===== config.mk =====
export PLATFORM = sky130hd
export DESIGN_NAME = msd_top
export DESIGN_NICKNAME = d
export VERILOG_FILES = /design/src/inc/msd_pkg.sv /design/src/hw/msd_stack.sv /design/src/hw/msd_xdata.sv /design/src/hw/msd_top.sv
export VERILOG_INCLUDE_DIRS = /design/src /design/src/inc
export SDC_FILE = /design/constraint.sdc
export NUM_CORES = 1
export LEC_CHECK = 0
export ABC_AREA = 1
export BUFFER_PORTS_ARGS = -buffer_cell sky130_fd_sc_hd__buf_2
export CORE_MARGIN = 3
export CORE_UTILIZATION = 45
export CTS_CLUSTER_DIAMETER = 120
export DETAILED_ROUTE_END_ITERATION = 10
export PLACE_DENSITY = 0.88
export SLEW_MARGIN = 20
export SYNTH_ARGS = -nofsm -noshare
export SYNTH_HDL_FRONTEND = slang
export SYNTH_HIERARCHICAL = 1
export SYNTH_SLANG_ARGS = --single-unit

===== constraint.sdc =====
create_clock -name ref_clk -period 2 [get_ports ref_clk]
set_input_delay 0.1 -clock ref_clk [delete_from_list [all_inputs] [get_ports ref_clk]]
set_output_delay 0.1 -clock ref_clk [all_outputs]
set_load 0.01 [all_outputs]

===== src/inc/msd_cfg.svh =====
// Constants for the memory-space decoder: offsets, field positions, reset values.
// Assumes inclusion by bare name from the design modules.
// Functional notes
// - Select low at reset fetches external code.
// - Internal fetches F800H-FFFFH return NOP, never external.
// - Lower 128 RAM bytes reachable directly and indirectly.
// - Upper 128 RAM bytes reachable only indirectly.
// - Lowest 32 bytes: four banks, eight registers each.
// - Bytes 20H-2FH bit-addressable as bits 00H-7FH.
// - Stack pointer resets to 07H, pre-increments on push.
// - Normal stack wraps FFH to 00H in RAM.
// - Config bit 7 widens stack to 11 bits.
// - Low pointer at 81H, upper three bits at B7H.
// - 1792 auxiliary RAM bytes usable as extended stack.
// - External data move generates all external strobes itself.
// - External data space spans 24-bit, 16 MBytes.
// - Config bit maps bottom 2 kBytes to auxiliary RAM.
// - Auxiliary RAM accesses leave ports 0, 2 undriven.
// - Special-function space is upper 128, direct only.
// - Nonvolatile data memory reached only through SFR registers.
`ifndef MSD_CFG_SVH
`define MSD_CFG_SVH
`define MSD_SFR_SP_LOW 8'h81
`define MSD_SFR_SP_UPPER 8'hb7
`define MSD_SP_RESET 11'h007
`define MSD_SP_UPPER_W 3
`define MSD_CODE_NOP_BASE 16'hf800
`define MSD_NOP_OPCODE 8'h00
`define MSD_SFR_BASE_BIT 7
`define MSD_BIT_RAM_BASE 8'h20
`define MSD_AUX_RAM_TOP 24'h000800
`endif


===== src/inc/msd_pkg.sv =====
// Types shared by the memory-space decoder modules.
// Assumes msd_cfg.svh supplies the numeric constants.
package msd_pkg;
  typedef enum logic [1:0] {
    MSD_XB_IDLE = 2'b00,
    MSD_XB_ADDR = 2'b01,
    MSD_XB_STRB = 2'b11,
    MSD_XB_DONE = 2'b10
  } msd_xbus_state_t;
  typedef logic [10:0] msd_sp_t;
endpackage : msd_pkg


===== src/hw/msd_stack.sv =====
// Stack pointer with optional 11-bit extension into auxiliary RAM.
// Assumes push, pop and SFR writes are one-cycle pulses, never together.
`timescale 1ns/1ps
`include "msd_cfg.svh"
module msd_stack (
  // Clock and reset
  input wire logic ref_clk,
  input wire logic reset_n,
  // Control
  input wire logic ext_stack_en,
  input wire logic push,
  input wire logic pop,
  input wire logic sp_low_we,
  input wire logic sp_upper_we,
  input wire logic [7:0] wdata,
  // State
  output msd_pkg::msd_sp_t sp_r
);
  msd_pkg::msd_sp_t sp_nxt;

  always_comb begin
    sp_nxt = sp_r;
    if (sp_low_we) begin
      sp_nxt = {sp_r[10:8], wdata};
    end else if (sp_upper_we) begin
      sp_nxt = {wdata[2:0], sp_r[7:0]};
    end else if (push) begin
      sp_nxt = sp_r + 11'h001;
    end else if (pop) begin
      sp_nxt = sp_r - 11'h001;
    end
    // Clearing the top bits makes the 8-bit wrap fall out of the same adder.
    if (!ext_stack_en) begin
      sp_nxt[10:8] = 3'h0;
    end
  end

  always_ff @(posedge ref_clk) begin
    if (!reset_n) begin
      sp_r <= `MSD_SP_RESET;
    end else begin
      sp_r <= sp_nxt;
    end
  end
endmodule : msd_stack


===== src/hw/msd_xdata.sv =====
// External data space decoder and bus sequencer for 24-bit accesses.
// Assumes the auxiliary RAM answers combinationally and port inputs are synchronous.
`timescale 1ns/1ps
`include "msd_cfg.svh"
module msd_xdata (
  // Clock and reset
  input wire logic ref_clk,
  input wire logic reset_n,
  // Core request
  input wire logic xreq,
  input wire logic xwe,
  input wire logic [23:0] xaddr,
  input wire logic [7:0] xwdata,
  input wire logic aux_map_en,
  output logic xready,
  output logic xdone,
  output logic [7:0] xrdata_r,
  // Auxiliary RAM
  output logic aux_sel,
  output logic aux_we,
  output logic [10:0] aux_addr,
  input wire logic [7:0] aux_rdata,
  // External bus pins
  input wire logic [7:0] p0_in,
  output logic [7:0] p0_out,
  output logic p0_oe,
  output logic [7:0] p2_out,
  output logic p2_oe,
  output logic ale,
  output logic rd_strobe_n,
  output logic wr_strobe_n
);
  msd_pkg::msd_xbus_state_t state_r;
  logic [23:0] addr_r;
  logic [7:0] wdata_r;
  logic we_r;
  logic aux_done_r;
  logic aux_hit;
  logic accept;

  assign xready = (state_r == msd_pkg::MSD_XB_IDLE);
  assign accept = xreq && xready;
  assign aux_hit = aux_map_en && (xaddr < `MSD_AUX_RAM_TOP);
  assign aux_sel = accept && aux_hit;
  assign aux_we = aux_sel && xwe;
  assign aux_addr = xaddr[10:0];
  assign xdone = aux_done_r || (state_r == msd_pkg::MSD_XB_DONE);

  always_ff @(posedge ref_clk) begin
    if (!reset_n) begin
      state_r <= msd_pkg::MSD_XB_IDLE;
    end else begin
      unique case (state_r)
        msd_pkg::MSD_XB_IDLE: if (accept && !aux_hit) state_r <= msd_pkg::MSD_XB_ADDR;
        msd_pkg::MSD_XB_ADDR: state_r <= msd_pkg::MSD_XB_STRB;
        msd_pkg::MSD_XB_STRB: state_r <= msd_pkg::MSD_XB_DONE;
        msd_pkg::MSD_XB_DONE: state_r <= msd_pkg::MSD_XB_IDLE;
      endcase
    end
  end

  always_ff @(posedge ref_clk) begin
    if (!reset_n) begin
      addr_r <= 24'h000000;
      wdata_r <= 8'h00;
      we_r <= 1'b0;
    end else if (accept) begin
      addr_r <= xaddr;
      wdata_r <= xwdata;
      we_r <= xwe;
    end
  end

  always_ff @(posedge ref_clk) begin
    if (!reset_n) begin
      aux_done_r <= 1'b0;
      xrdata_r <= 8'h00;
    end else begin
      aux_done_r <= aux_sel;
      if (aux_sel && !xwe) begin
        xrdata_r <= aux_rdata;
      end else if (state_r == msd_pkg::MSD_XB_STRB && !we_r) begin
        xrdata_r <= p0_in;
      end
    end
  end

  // The address phase latches the low byte on port 0 and the page byte on
  // port 2 together; port 2 then carries the middle byte during the strobe.
  always_comb begin
    p0_out = 8'h00;
    p2_out = 8'h00;
    p0_oe = 1'b0;
    p2_oe = 1'b0;
    if (state_r == msd_pkg::MSD_XB_ADDR) begin
      p0_out = addr_r[7:0];
      p2_out = addr_r[23:16];
      p0_oe = 1'b1;
      p2_oe = 1'b1;
    end else if (state_r == msd_pkg::MSD_XB_STRB) begin
      p0_out = wdata_r;
      p2_out = addr_r[15:8];
      p0_oe = we_r;
      p2_oe = 1'b1;
    end
  end

  assign ale = (state_r == msd_pkg::MSD_XB_ADDR);
  assign rd_strobe_n = !(state_r == msd_pkg::MSD_XB_STRB && !we_r);
  assign wr_strobe_n = !(state_r == msd_pkg::MSD_XB_STRB && we_r);
endmodule : msd_xdata


===== src/hw/msd_top.sv =====
// Memory-space decoder: code fetch select, internal data decode, stack, external data.
// Assumes a core that issues one-cycle requests and sees answers one cycle later.
`timescale 1ns/1ps
`include "msd_cfg.svh"
module msd_top (
  // Clock and reset
  input wire logic ref_clk,
  input wire logic reset_n,
  // Strap and configuration
  input wire logic external_code_select,
  input wire logic cfg_ext_stack_en,
  input wire logic cfg_aux_map_en,
  // Code fetch
  input wire logic fetch_req,
  input wire logic [15:0] fetch_addr,
  output logic flash_rd,
  output logic [15:0] flash_addr,
  input wire logic [7:0] flash_rdata,
  output logic ext_code_rd,
  output logic [15:0] ext_code_addr,
  input wire logic [7:0] ext_code_rdata,
  output logic fetch_valid,
  output logic [7:0] fetch_data_r,
  output logic ext_code_mode_r,
  // Internal data access
  input wire logic dmem_req,
  input wire logic dmem_indirect,
  input wire logic dmem_we,
  input wire logic [7:0] dmem_addr,
  input wire logic [7:0] dmem_wdata,
  output logic iram_sel,
  output logic [7:0] iram_addr,
  output logic sfr_sel,
  output logic sfr_local_hit,
  output logic [7:0] sfr_rdata_r,
  // Register bank and bit decode
  input wire logic [1:0] bank_sel,
  input wire logic [2:0] bank_reg_num,
  output logic [7:0] bank_reg_addr,
  input wire logic [7:0] bit_addr,
  output logic bit_in_sfr,
  output logic [7:0] bit_byte_addr,
  output logic [2:0] bit_pos,
  // Stack
  input wire logic stack_push,
  input wire logic stack_pop,
  output logic [10:0] stack_addr,
  output logic stack_in_aux,
  // External data
  input wire logic xreq,
  input wire logic xwe,
  input wire logic [23:0] xaddr,
  input wire logic [7:0] xwdata,
  output logic xready,
  output logic xdone,
  output logic [7:0] xrdata_r,
  output logic aux_sel,
  output logic aux_we,
  output logic [10:0] aux_addr,
  input wire logic [7:0] aux_rdata,
  // External bus pins
  input wire logic [7:0] p0_in,
  output logic [7:0] p0_out,
  output logic p0_oe,
  output logic [7:0] p2_out,
  output logic p2_oe,
  output logic ale,
  output logic rd_strobe_n,
  output logic wr_strobe_n
);
  msd_pkg::msd_sp_t sp_r;
  logic sp_low_we;
  logic sp_upper_we;
  logic nop_zone;
  logic fetch_nop_r;
  logic fetch_ext_r;

  ////////////////////////////////////////////////////////////////////////////////
  // Code fetch. The strap is sampled on every reset cycle, so the level held
  // as reset is released decides the mode until the next reset.
  always_ff @(posedge ref_clk) begin
    if (!reset_n) begin
      ext_code_mode_r <= !external_code_select;
    end
  end

  assign nop_zone = (fetch_addr >= `MSD_CODE_NOP_BASE);
  assign flash_rd = fetch_req && !ext_code_mode_r && !nop_zone;
  assign flash_addr = fetch_addr;
  // No rollover: the top 2 kBytes never reach the external bus in internal mode.
  assign ext_code_rd = fetch_req && ext_code_mode_r;
  assign ext_code_addr = fetch_addr;

  always_ff @(posedge ref_clk) begin
    if (!reset_n) begin
      fetch_valid <= 1'b0;
      fetch_nop_r <= 1'b0;
      fetch_ext_r <= 1'b0;
      fetch_data_r <= `MSD_NOP_OPCODE;
    end else begin
      fetch_valid <= fetch_req;
      fetch_nop_r <= fetch_req && !ext_code_mode_r && nop_zone;
      fetch_ext_r <= fetch_req && ext_code_mode_r;
      if (fetch_req) begin
        if (ext_code_mode_r) begin
          fetch_data_r <= ext_code_rdata;
        end else if (nop_zone) begin
          fetch_data_r <= `MSD_NOP_OPCODE;
        end else begin
          fetch_data_r <= flash_rdata;
        end
      end
    end
  end

  ////////////////////////////////////////////////////////////////////////////////
  // Internal data space. Direct addresses with the top bit set select the
  // special-function space; indirect ones always reach RAM. The nonvolatile
  // data memory has no window here: its control registers live in the SFR
  // space outside this block, which is its only path.
  always_comb begin
    iram_sel = 1'b0;
    sfr_sel = 1'b0;
    if (dmem_req) begin
      if (!dmem_indirect && dmem_addr[`MSD_SFR_BASE_BIT]) begin
        sfr_sel = 1'b1;
      end else begin
        iram_sel = 1'b1;
      end
    end
  end
  assign iram_addr = dmem_addr;

  assign sfr_local_hit = sfr_sel && (dmem_addr == `MSD_SFR_SP_LOW
      || dmem_addr == `MSD_SFR_SP_UPPER);
  assign sp_low_we = sfr_sel && dmem_we && dmem_addr == `MSD_SFR_SP_LOW;
  assign sp_upper_we = sfr_sel && dmem_we && dmem_addr == `MSD_SFR_SP_UPPER;

  // Read data is registered and follows the request by one cycle; unused
  // upper bits of the upper pointer register read as zero.
  always_ff @(posedge ref_clk) begin
    if (!reset_n) begin
      sfr_rdata_r <= 8'h00;
    end else if (sfr_sel && !dmem_we) begin
      if (dmem_addr == `MSD_SFR_SP_LOW) begin
        sfr_rdata_r <= sp_r[7:0];
      end else if (dmem_addr == `MSD_SFR_SP_UPPER) begin
        sfr_rdata_r <= {5'h00, sp_r[10:8]};
      end else begin
        sfr_rdata_r <= 8'h00;
      end
    end
  end

  assign bank_reg_addr = {3'h0, bank_sel, bank_reg_num};

  always_comb begin
    bit_pos = bit_addr[2:0];
    bit_in_sfr = bit_addr[7];
    if (bit_addr[7]) begin
      bit_byte_addr = {bit_addr[7:3], 3'h0};
    end else begin
      bit_byte_addr = `MSD_BIT_RAM_BASE + {4'h0, bit_addr[6:3]};
    end
  end

  ////////////////////////////////////////////////////////////////////////////////
  msd_stack u_stack (
    .ref_clk(ref_clk),
    .reset_n(reset_n),
    .ext_stack_en(cfg_ext_stack_en),
    .push(stack_push),
    .pop(stack_pop),
    .sp_low_we(sp_low_we),
    .sp_upper_we(sp_upper_we),
    .wdata(dmem_wdata),
    .sp_r(sp_r)
  );
  assign stack_addr = sp_r;
  assign stack_in_aux = (sp_r[10:8] != 3'h0);

  msd_xdata u_xdata (
    .ref_clk(ref_clk),
    .reset_n(reset_n),
    .xreq(xreq),
    .xwe(xwe),
    .xaddr(xaddr),
    .xwdata(xwdata),
    .aux_map_en(cfg_aux_map_en),
    .xready(xready),
    .xdone(xdone),
    .xrdata_r(xrdata_r),
    .aux_sel(aux_sel),
    .aux_we(aux_we),
    .aux_addr(aux_addr),
    .aux_rdata(aux_rdata),
    .p0_in(p0_in),
    .p0_out(p0_out),
    .p0_oe(p0_oe),
    .p2_out(p2_out),
    .p2_oe(p2_oe),
    .ale(ale),
    .rd_strobe_n(rd_strobe_n),
    .wr_strobe_n(wr_strobe_n)
  );
endmodule : msd_top


==> metrics.txt, run 1 <==
# fillers 982; Synth Instances 671; DPL Wire Length 9.97 mm; drt pass-1 iters 6; Final Cycle Share 88.7%; WL/cell 13.4 um; Clk Latency, worst-skew pair 0.34 ns; Pint 0.00263 W; commonest non-fill, non-tap cell in the layout buf_2; register area share after synthesis 32.2%; post-route ant nets 0; unrepaired setup endpoints after global routing false; synthesized area per cell 6.81 um^2; commonest non-fill, non-tap cells in the layout 208 x buf_2, 133 x nand2_1, 96 x nor2_1; drt initial violations 277; crit path kind flip-flop to output pin; # Post-CTS Setup Buffers 0; R2R Path Start u_stack/sp_r[0]$_SDFFE_PN1P_; worst-path fanout max 20; CTS tree done; core area 0.00982 mm^2; die span in x 107 um; Worst IR Drop VDD 443 uV; Tmin final 1.77 ns; startpoint types flip-flop; yosys warns 6; GRT Residual Overflow 0; clk buf depth 2; Req. time, crit path 1.90 ns; largest net degree at the start of global routing 34; Slew @ Worst Pin 0.602 ns; Final Worst Setup Slack 0.225 ns; clock-pin transition on the worst setup and hold timing paths 0.09 ns; Num CTS Buffers 9; I/O pins 261; vias in the first global route 4234; leakage 3.03 nW; Buf/Inv on CP 2; share of layout cells above drive strength 1 31.4%; Die Area 0.0114 mm^2; hold depth 3; area delta synth->final 23.2%; Setup WS pre-CTS 0.183 ns; Slowest-stage cell, CP dfxtp_1; Worst Skew 0.0116 ns; Setup crit end kind output pin; initial antenna violation count 0; Async SR Flop Fraction 0%; relative slew slack 59.7%; GRT Util Overall 21.8%; critical-path cell list nor3b_4, buf_4, nand2_1, nor2_1, buf_2; routability cong. 0.941; Post-synth EDFFs 1; Hold/Removal Path Class primary input to flip-flop; clk sinks 73; Pwr Density 699 mW/mm^2; port bufs 208; setup_tns 0 ns; first-pass GRT wire length 20.3 mm; htree depth 3; Top delay family on crit path simple AND/OR/NAND/NOR gates; switching pwr 0.00130 W; Vias/cell 4.93; Hold Crit Start xaddr[11]; FP Rows 36; hold slack 0.0161 ns; starting density of the core 46.5%; Clock Power Share 30.2%; fmax 0.563 GHz; Hold Crit Endpoint u_xdata/addr_r[11]$_SDFFE_PN0P_; number of synthesized register bits 73; vias post-DR 4802; Seq pwr share 42.7%; Slowest Stage Delay on Critical Path 0.40 ns; # diodes 0; status completed; WL final 13.0 mm; Final Setup Violations 0; max-capacitance violation count 0; Synth Cell Area 0.00457 mm^2; final hold violation count 0; NumNets Final 968; Die H 107 um; Sw Share 33.1%; reg2reg path depth 8; CTS Root Cell clkbuf_8; Remaining DRCs 0; Critical Path AT 1.67 ns; ys flop type dfxtp_1; Netlist cell types 45; Reg2Reg Setup Slack 0.28 ns; Critical R2R Capture u_stack/sp_r[6]$_SDFFE_PN0P_; Pins Over Slew Limit 0; power share of the combinational group 27.1%
worst min-delay path, stage by stage:
cell    delay, ns
buf_2        0.09
nor2_1       0.04
nor2_1       0.09
worst max path at each step:
stage / start / depth (start not counted) / slack, ns / endpoint
floorplan: u_stack/sp_r[0]$_SDFFE_PN1P_ / 8 / 0.44 / u_stack/sp_r[6]$_SDFFE_PN0P_
global placement: stack_push / 10 / 0.24 / u_stack/sp_r[6]$_SDFFE_PN0P_
detailed placement: dmem_addr[6] / 12 / 0.18 / u_stack/sp_r[3]$_SDFFE_PN0P_
CTS: u_xdata/state_r[1]$_SDFFE_PN0P_ / 5 / 0.22 / aux_we
global route: u_xdata/state_r[1]$_SDFFE_PN0P_ / 5 / 0.09 / aux_we
finish: u_xdata/state_r[1]$_SDFFE_PN0P_ / 5 / 0.23 / aux_we
layout make-up:
| cell class | instances | area [um^2] | area share, % |
|---|---|---|---|
| clock inverter | 6 | 67.6 | 1.20 |
| tap | 133 | 166 | 2.95 |
| clock buffer | 10 | 138 | 2.44 |
| timing repair buffer | 235 | 1290 | 22.8 |
| inverter | 80 | 300 | 5.33 |
| multi-input combinational | 437 | 2200 | 39.1 |
| sequential | 73 | 1470 | 26.1 |
layer usage:
metal / up-vias / track usage, % / share of wire (%)
met5: - / 0 / 0
met4: 0 / 8.31 / 2.6
met3: 37 / 3.67 / 5.9
met2: 173 / 38.4 / 50
met1: 2171 / 26.6 / 42
li1: 2421 / - / -
cells in the mapped netlist, types with 3 or more instances:
cell type  count  area (um^2)
a21oi_1       45          225
a22oi_1        6         45.0
a22o_1        16          140
nand2_1      133          499
nor2_4         3         33.8
nor2_2         5         31.3
ha_1           9          113
clkinv_1       6         22.5
inv_1         68          255
nand3_1       48          240
nand4_1       11         68.8
buf_2          5         25.0
o21ai_0       32          160
nor2_1        96          360
inv_2          6         22.5
nand2_2        4         25.0
buf_4         65          488
clkbuf_1       7         26.3
buf_6          4         45.0
dfxtp_1       72         1440
through the flow:
stage,instance area (um^2),total power [W],util [%],instances
2_1_floorplan,4580,0.00245,-,673
3_3_place_gp,5260,0.00272,53.5,941
3_5_place_dp,5260,0.00274,53.5,941
4_1_cts,5630,0.00397,57.4,974
5_1_grt,5630,0.00418,57.4,974
6_report,5630,0.00394,57.4,974
registers in the layout (all words and copies together), names as in the netlist:
name,count
u_xdata/xrdata_r,8
ext_code_mode_r,1
u_xdata/state_r,2
u_xdata/wdata_r,8
fetch_data_r,8
sfr_rdata_r,8
u_xdata/addr_r,24
u_xdata/aux_done_r,1
u_stack/sp_r,11
fetch_valid,1
u_xdata/we_r,1
power groups by stage:
stage,Clock [W],Combinational (W),Sequential (W)
3_5_place_dp,0,0.00103,0.00171
6_report,0.00119,0.00107,0.00168
5_1_grt,0.00129,0.00120,0.00170
2_1_floorplan,0,0.000749,0.00171
3_3_place_gp,0,0.00102,0.00171
4_1_cts,0.00123,0.00106,0.00168
cells by family (layout without fill, tap and decap cells):
kind of cell / count (synthesis) / count (layout) / synth area share, %
adder cells (fa/ha/maj): 10 / 10 / 2.90
buffers and inverters: 163 / 331 / 19.8
other: 1 / 3 / 0.0821
flip-flops: 73 / 73 / 32.2
AND/OR/NAND/NOR: 314 / 314 / 30.5
XOR/XNOR: 1 / 1 / 0.192
AO/OA/AOI/OAI: 109 / 109 / 14.3
what timing repair did:
action                    in CTS  in global routing
hold endpoints to repair      17                  0
hold buffers                  17                  0
gates resized for setup        0                  0
(Power assumes the default switching activity.)
==> run 2: changes to the inputs <==
--- a/config.mk
+++ b/config.mk
@@ -9,10 +9,10 @@
 export ABC_AREA = 1
 export BUFFER_PORTS_ARGS = -buffer_cell sky130_fd_sc_hd__buf_2
 export CORE_MARGIN = 3
-export CORE_UTILIZATION = 45
+export CORE_UTILIZATION = 41
 export CTS_CLUSTER_DIAMETER = 120
 export DETAILED_ROUTE_END_ITERATION = 10
-export PLACE_DENSITY = 0.88
+export PLACE_DENSITY = 0.84
 export SLEW_MARGIN = 20
 export SYNTH_ARGS = -nofsm -noshare
 export SYNTH_HDL_FRONTEND = slang
==> constraint.sdc (replaced) <==
create_clock -name ref_clk -period 1.6 [get_ports ref_clk]
set_input_delay 0.08 -clock ref_clk [delete_from_list [all_inputs] [get_ports ref_clk]]
set_output_delay 0.08 -clock ref_clk [all_outputs]
set_load 0.01 [all_outputs]
==> run 2 against run 1 <==
Compared with the run above: largest power group unchanged; largest cell class unchanged; setup slack worse by 0.16 ns; worst hold slack better by 0.0011 ns; highest routed layer unchanged; via count up 6.5%; total power up 29%; clock skew down 0.0024 ns.
==> metrics.txt, run 2 (synthesized netlist as in run 1, its figures left out) <==
Placed Area 0.00545 mm^2; Reg2Reg Setup Slack 0.08 ns; WL final 14.3 mm; Most flops, register u_xdata/addr_r; Largest regs u_xdata/addr_r: 24 flops, u_stack/sp_r: 11 flops; Pins Over Slew Limit 0; Setup crit end kind output pin; GRT Util Overall 21.5%; Pwr Density 815 mW/mm^2; Slowest Stage Delay on Critical Path 0.38 ns; Hold/Removal Path Class primary input to flip-flop; DR top layer met4; Vias/cell 4.96; Final Instance Area 0.00623 mm^2; # diodes 0; WL met1 5.46 mm; Slowest-stage cell, CP dfxtp_4; Critical R2R Capture u_stack/sp_r[5]$_SDFFE_PN0P_; Critical Path AT 1.46 ns; I/O pins 261; initial antenna violation count 0; Remaining DRCs 0; Setup WS pre-CTS -0.0959 ns; met3 routed WL 1.19 mm; critical-path cell list nor3b_4, inv_4, nor2_1, buf_2; clock-pin transition on the worst setup and hold timing paths 0.09 ns; fmax 0.650 GHz; GRT Residual Overflow 0; R2R Path Start u_stack/sp_r[1]$_SDFFE_PN1P_; CTS tree done; commonest non-fill, non-tap cells in the layout 208 x buf_2, 132 x nand2_1, 95 x nor2_1; Final Cycle Share 96.2%; largest net degree at the start of global routing 40; clk sinks 73; Die Area 0.0124 mm^2; leakage 3.29 nW; Clk Latency, worst-skew pair 0.35 ns; NumNets Final 1023; Final Setup Violations 0; share of layout cells above drive strength 1 34.9%; crit path launch u_xdata/state_r[1]$_SDFFE_PN0P_; core area 0.0106 mm^2; die span in x 112 um; status completed; DPL Wire Length 10.1 mm; drt pass-1 iters 8; metal2 WL 7.27 mm; starting density of the core 43.1%; reg2reg path depth 8; Die H 112 um; FP Rows 37; Layout Utilization 58.8%; WL/cell 13.8 um; drt initial violations 357; Worst IR Drop VDD 503 uV; max-capacitance violation count 0; area delta synth->final 36.4%; unrepaired setup endpoints after global routing true; max reg flops 24; first-pass GRT wire length 22.4 mm; final hold violation count 0; Num CTS Buffers 9; crit path kind flip-flop to output pin; routability cong. 0.904; worst setup path endpoint aux_sel; commonest non-fill, non-tap cell in the layout buf_2; Worst Skew 0.00929 ns; port bufs 208; clk buf depth 2; vias in the first global route 4753; post-route ant nets 0; htree depth 3; Final Worst Setup Slack 0.0611 ns; Tmin final 1.54 ns; Req. time, crit path 1.52 ns; vias post-DR 5114; CTS Root Cell clkbuf_8; startpoint types flip-flop; worst-path fanout max 28
[run 2: cell count changes in the layout (fill, tap and decap cells not counted), sizes merged]
cell	before	now
buf	218	248
bufinv	1	0
inv	74	78
clkinv	9	6
clkinvlp	2	3
clkbuf	10	9
dlygate4sd3	17	42
[run 2: critical path, delay by kind of cell (launching register included)]
kind / cells / cell delay, ns
buf+inv: 2 / 0.31
flops: 1 / 0.38
simple gates: 2 / 0.42
[run 2: worst min-delay path by stage]
stage / depth (start not counted) / from / to
floorplan: 1 / reset_n / u_stack/sp_r[1]$_SDFFE_PN1P_
global placement: 0 / bank_reg_num[1] / bank_reg_addr[1]
detailed placement: 0 / bank_reg_num[1] / bank_reg_addr[1]
CTS: 3 / xaddr[16] / u_xdata/addr_r[16]$_SDFFE_PN0P_
global route: 3 / flash_rdata[2] / fetch_data_r[2]$_SDFFE_PN0P_
finish: 3 / xaddr[16] / u_xdata/addr_r[16]$_SDFFE_PN0P_
[run 2: power breakdown]
part	switching [W]	total, W	internal (W)
clock	0.000780	0.00137	0.000591
sequential	0.000103	0.00208	0.00197
combinational	0.000893	0.00163	0.000737
total	0.00178	0.00508	0.00330
[run 2: stage by stage]
| step | TNS (ns) | hold WS [ns] | power, W | std cells |
|---|---|---|---|---|
| after CTS | 0 | 0.00149 | 0.00500 | 1028 |
| after detailed placement | -0.556 | 0.160 | 0.00353 | 969 |
| after global routing | -0.159 | 0.0167 | 0.00541 | 1032 |
| final | 0 | 0.0173 | 0.00508 | 1032 |
| after global placement | -0.0918 | 0.160 | 0.00350 | 969 |
| after floorplan | 0 | 0.164 | 0.00307 | 673 |
[run 2: metal layers]
metal	GRT usage, %	vias to the layer above
li1	-	2526
met4	7.87	0
met3	4.95	44
met1	24.9	2293
met5	0	-
met2	38.5	251
[run 2: timing repair]
action | in CTS | in global routing
pin swaps | 1 | 2
resized for setup | 7 | 22
endpoints found under the setup margin | 21 | 34
hold buffers | 42 | 0
endpoints found under the hold margin | 42 | 0
setup buffers | 1 | 4
[run 2: final cells by class]
type	instances	area (um^2)
Clock inverter	7	58.8
Multi-Input combinational cell	437	2300
Clock buffer	9	124
Fill cell	925	4370
Tap cell	136	170
Sequential cell	73	1480
Inverter	80	313
Timing Repair Buffer	290	1790
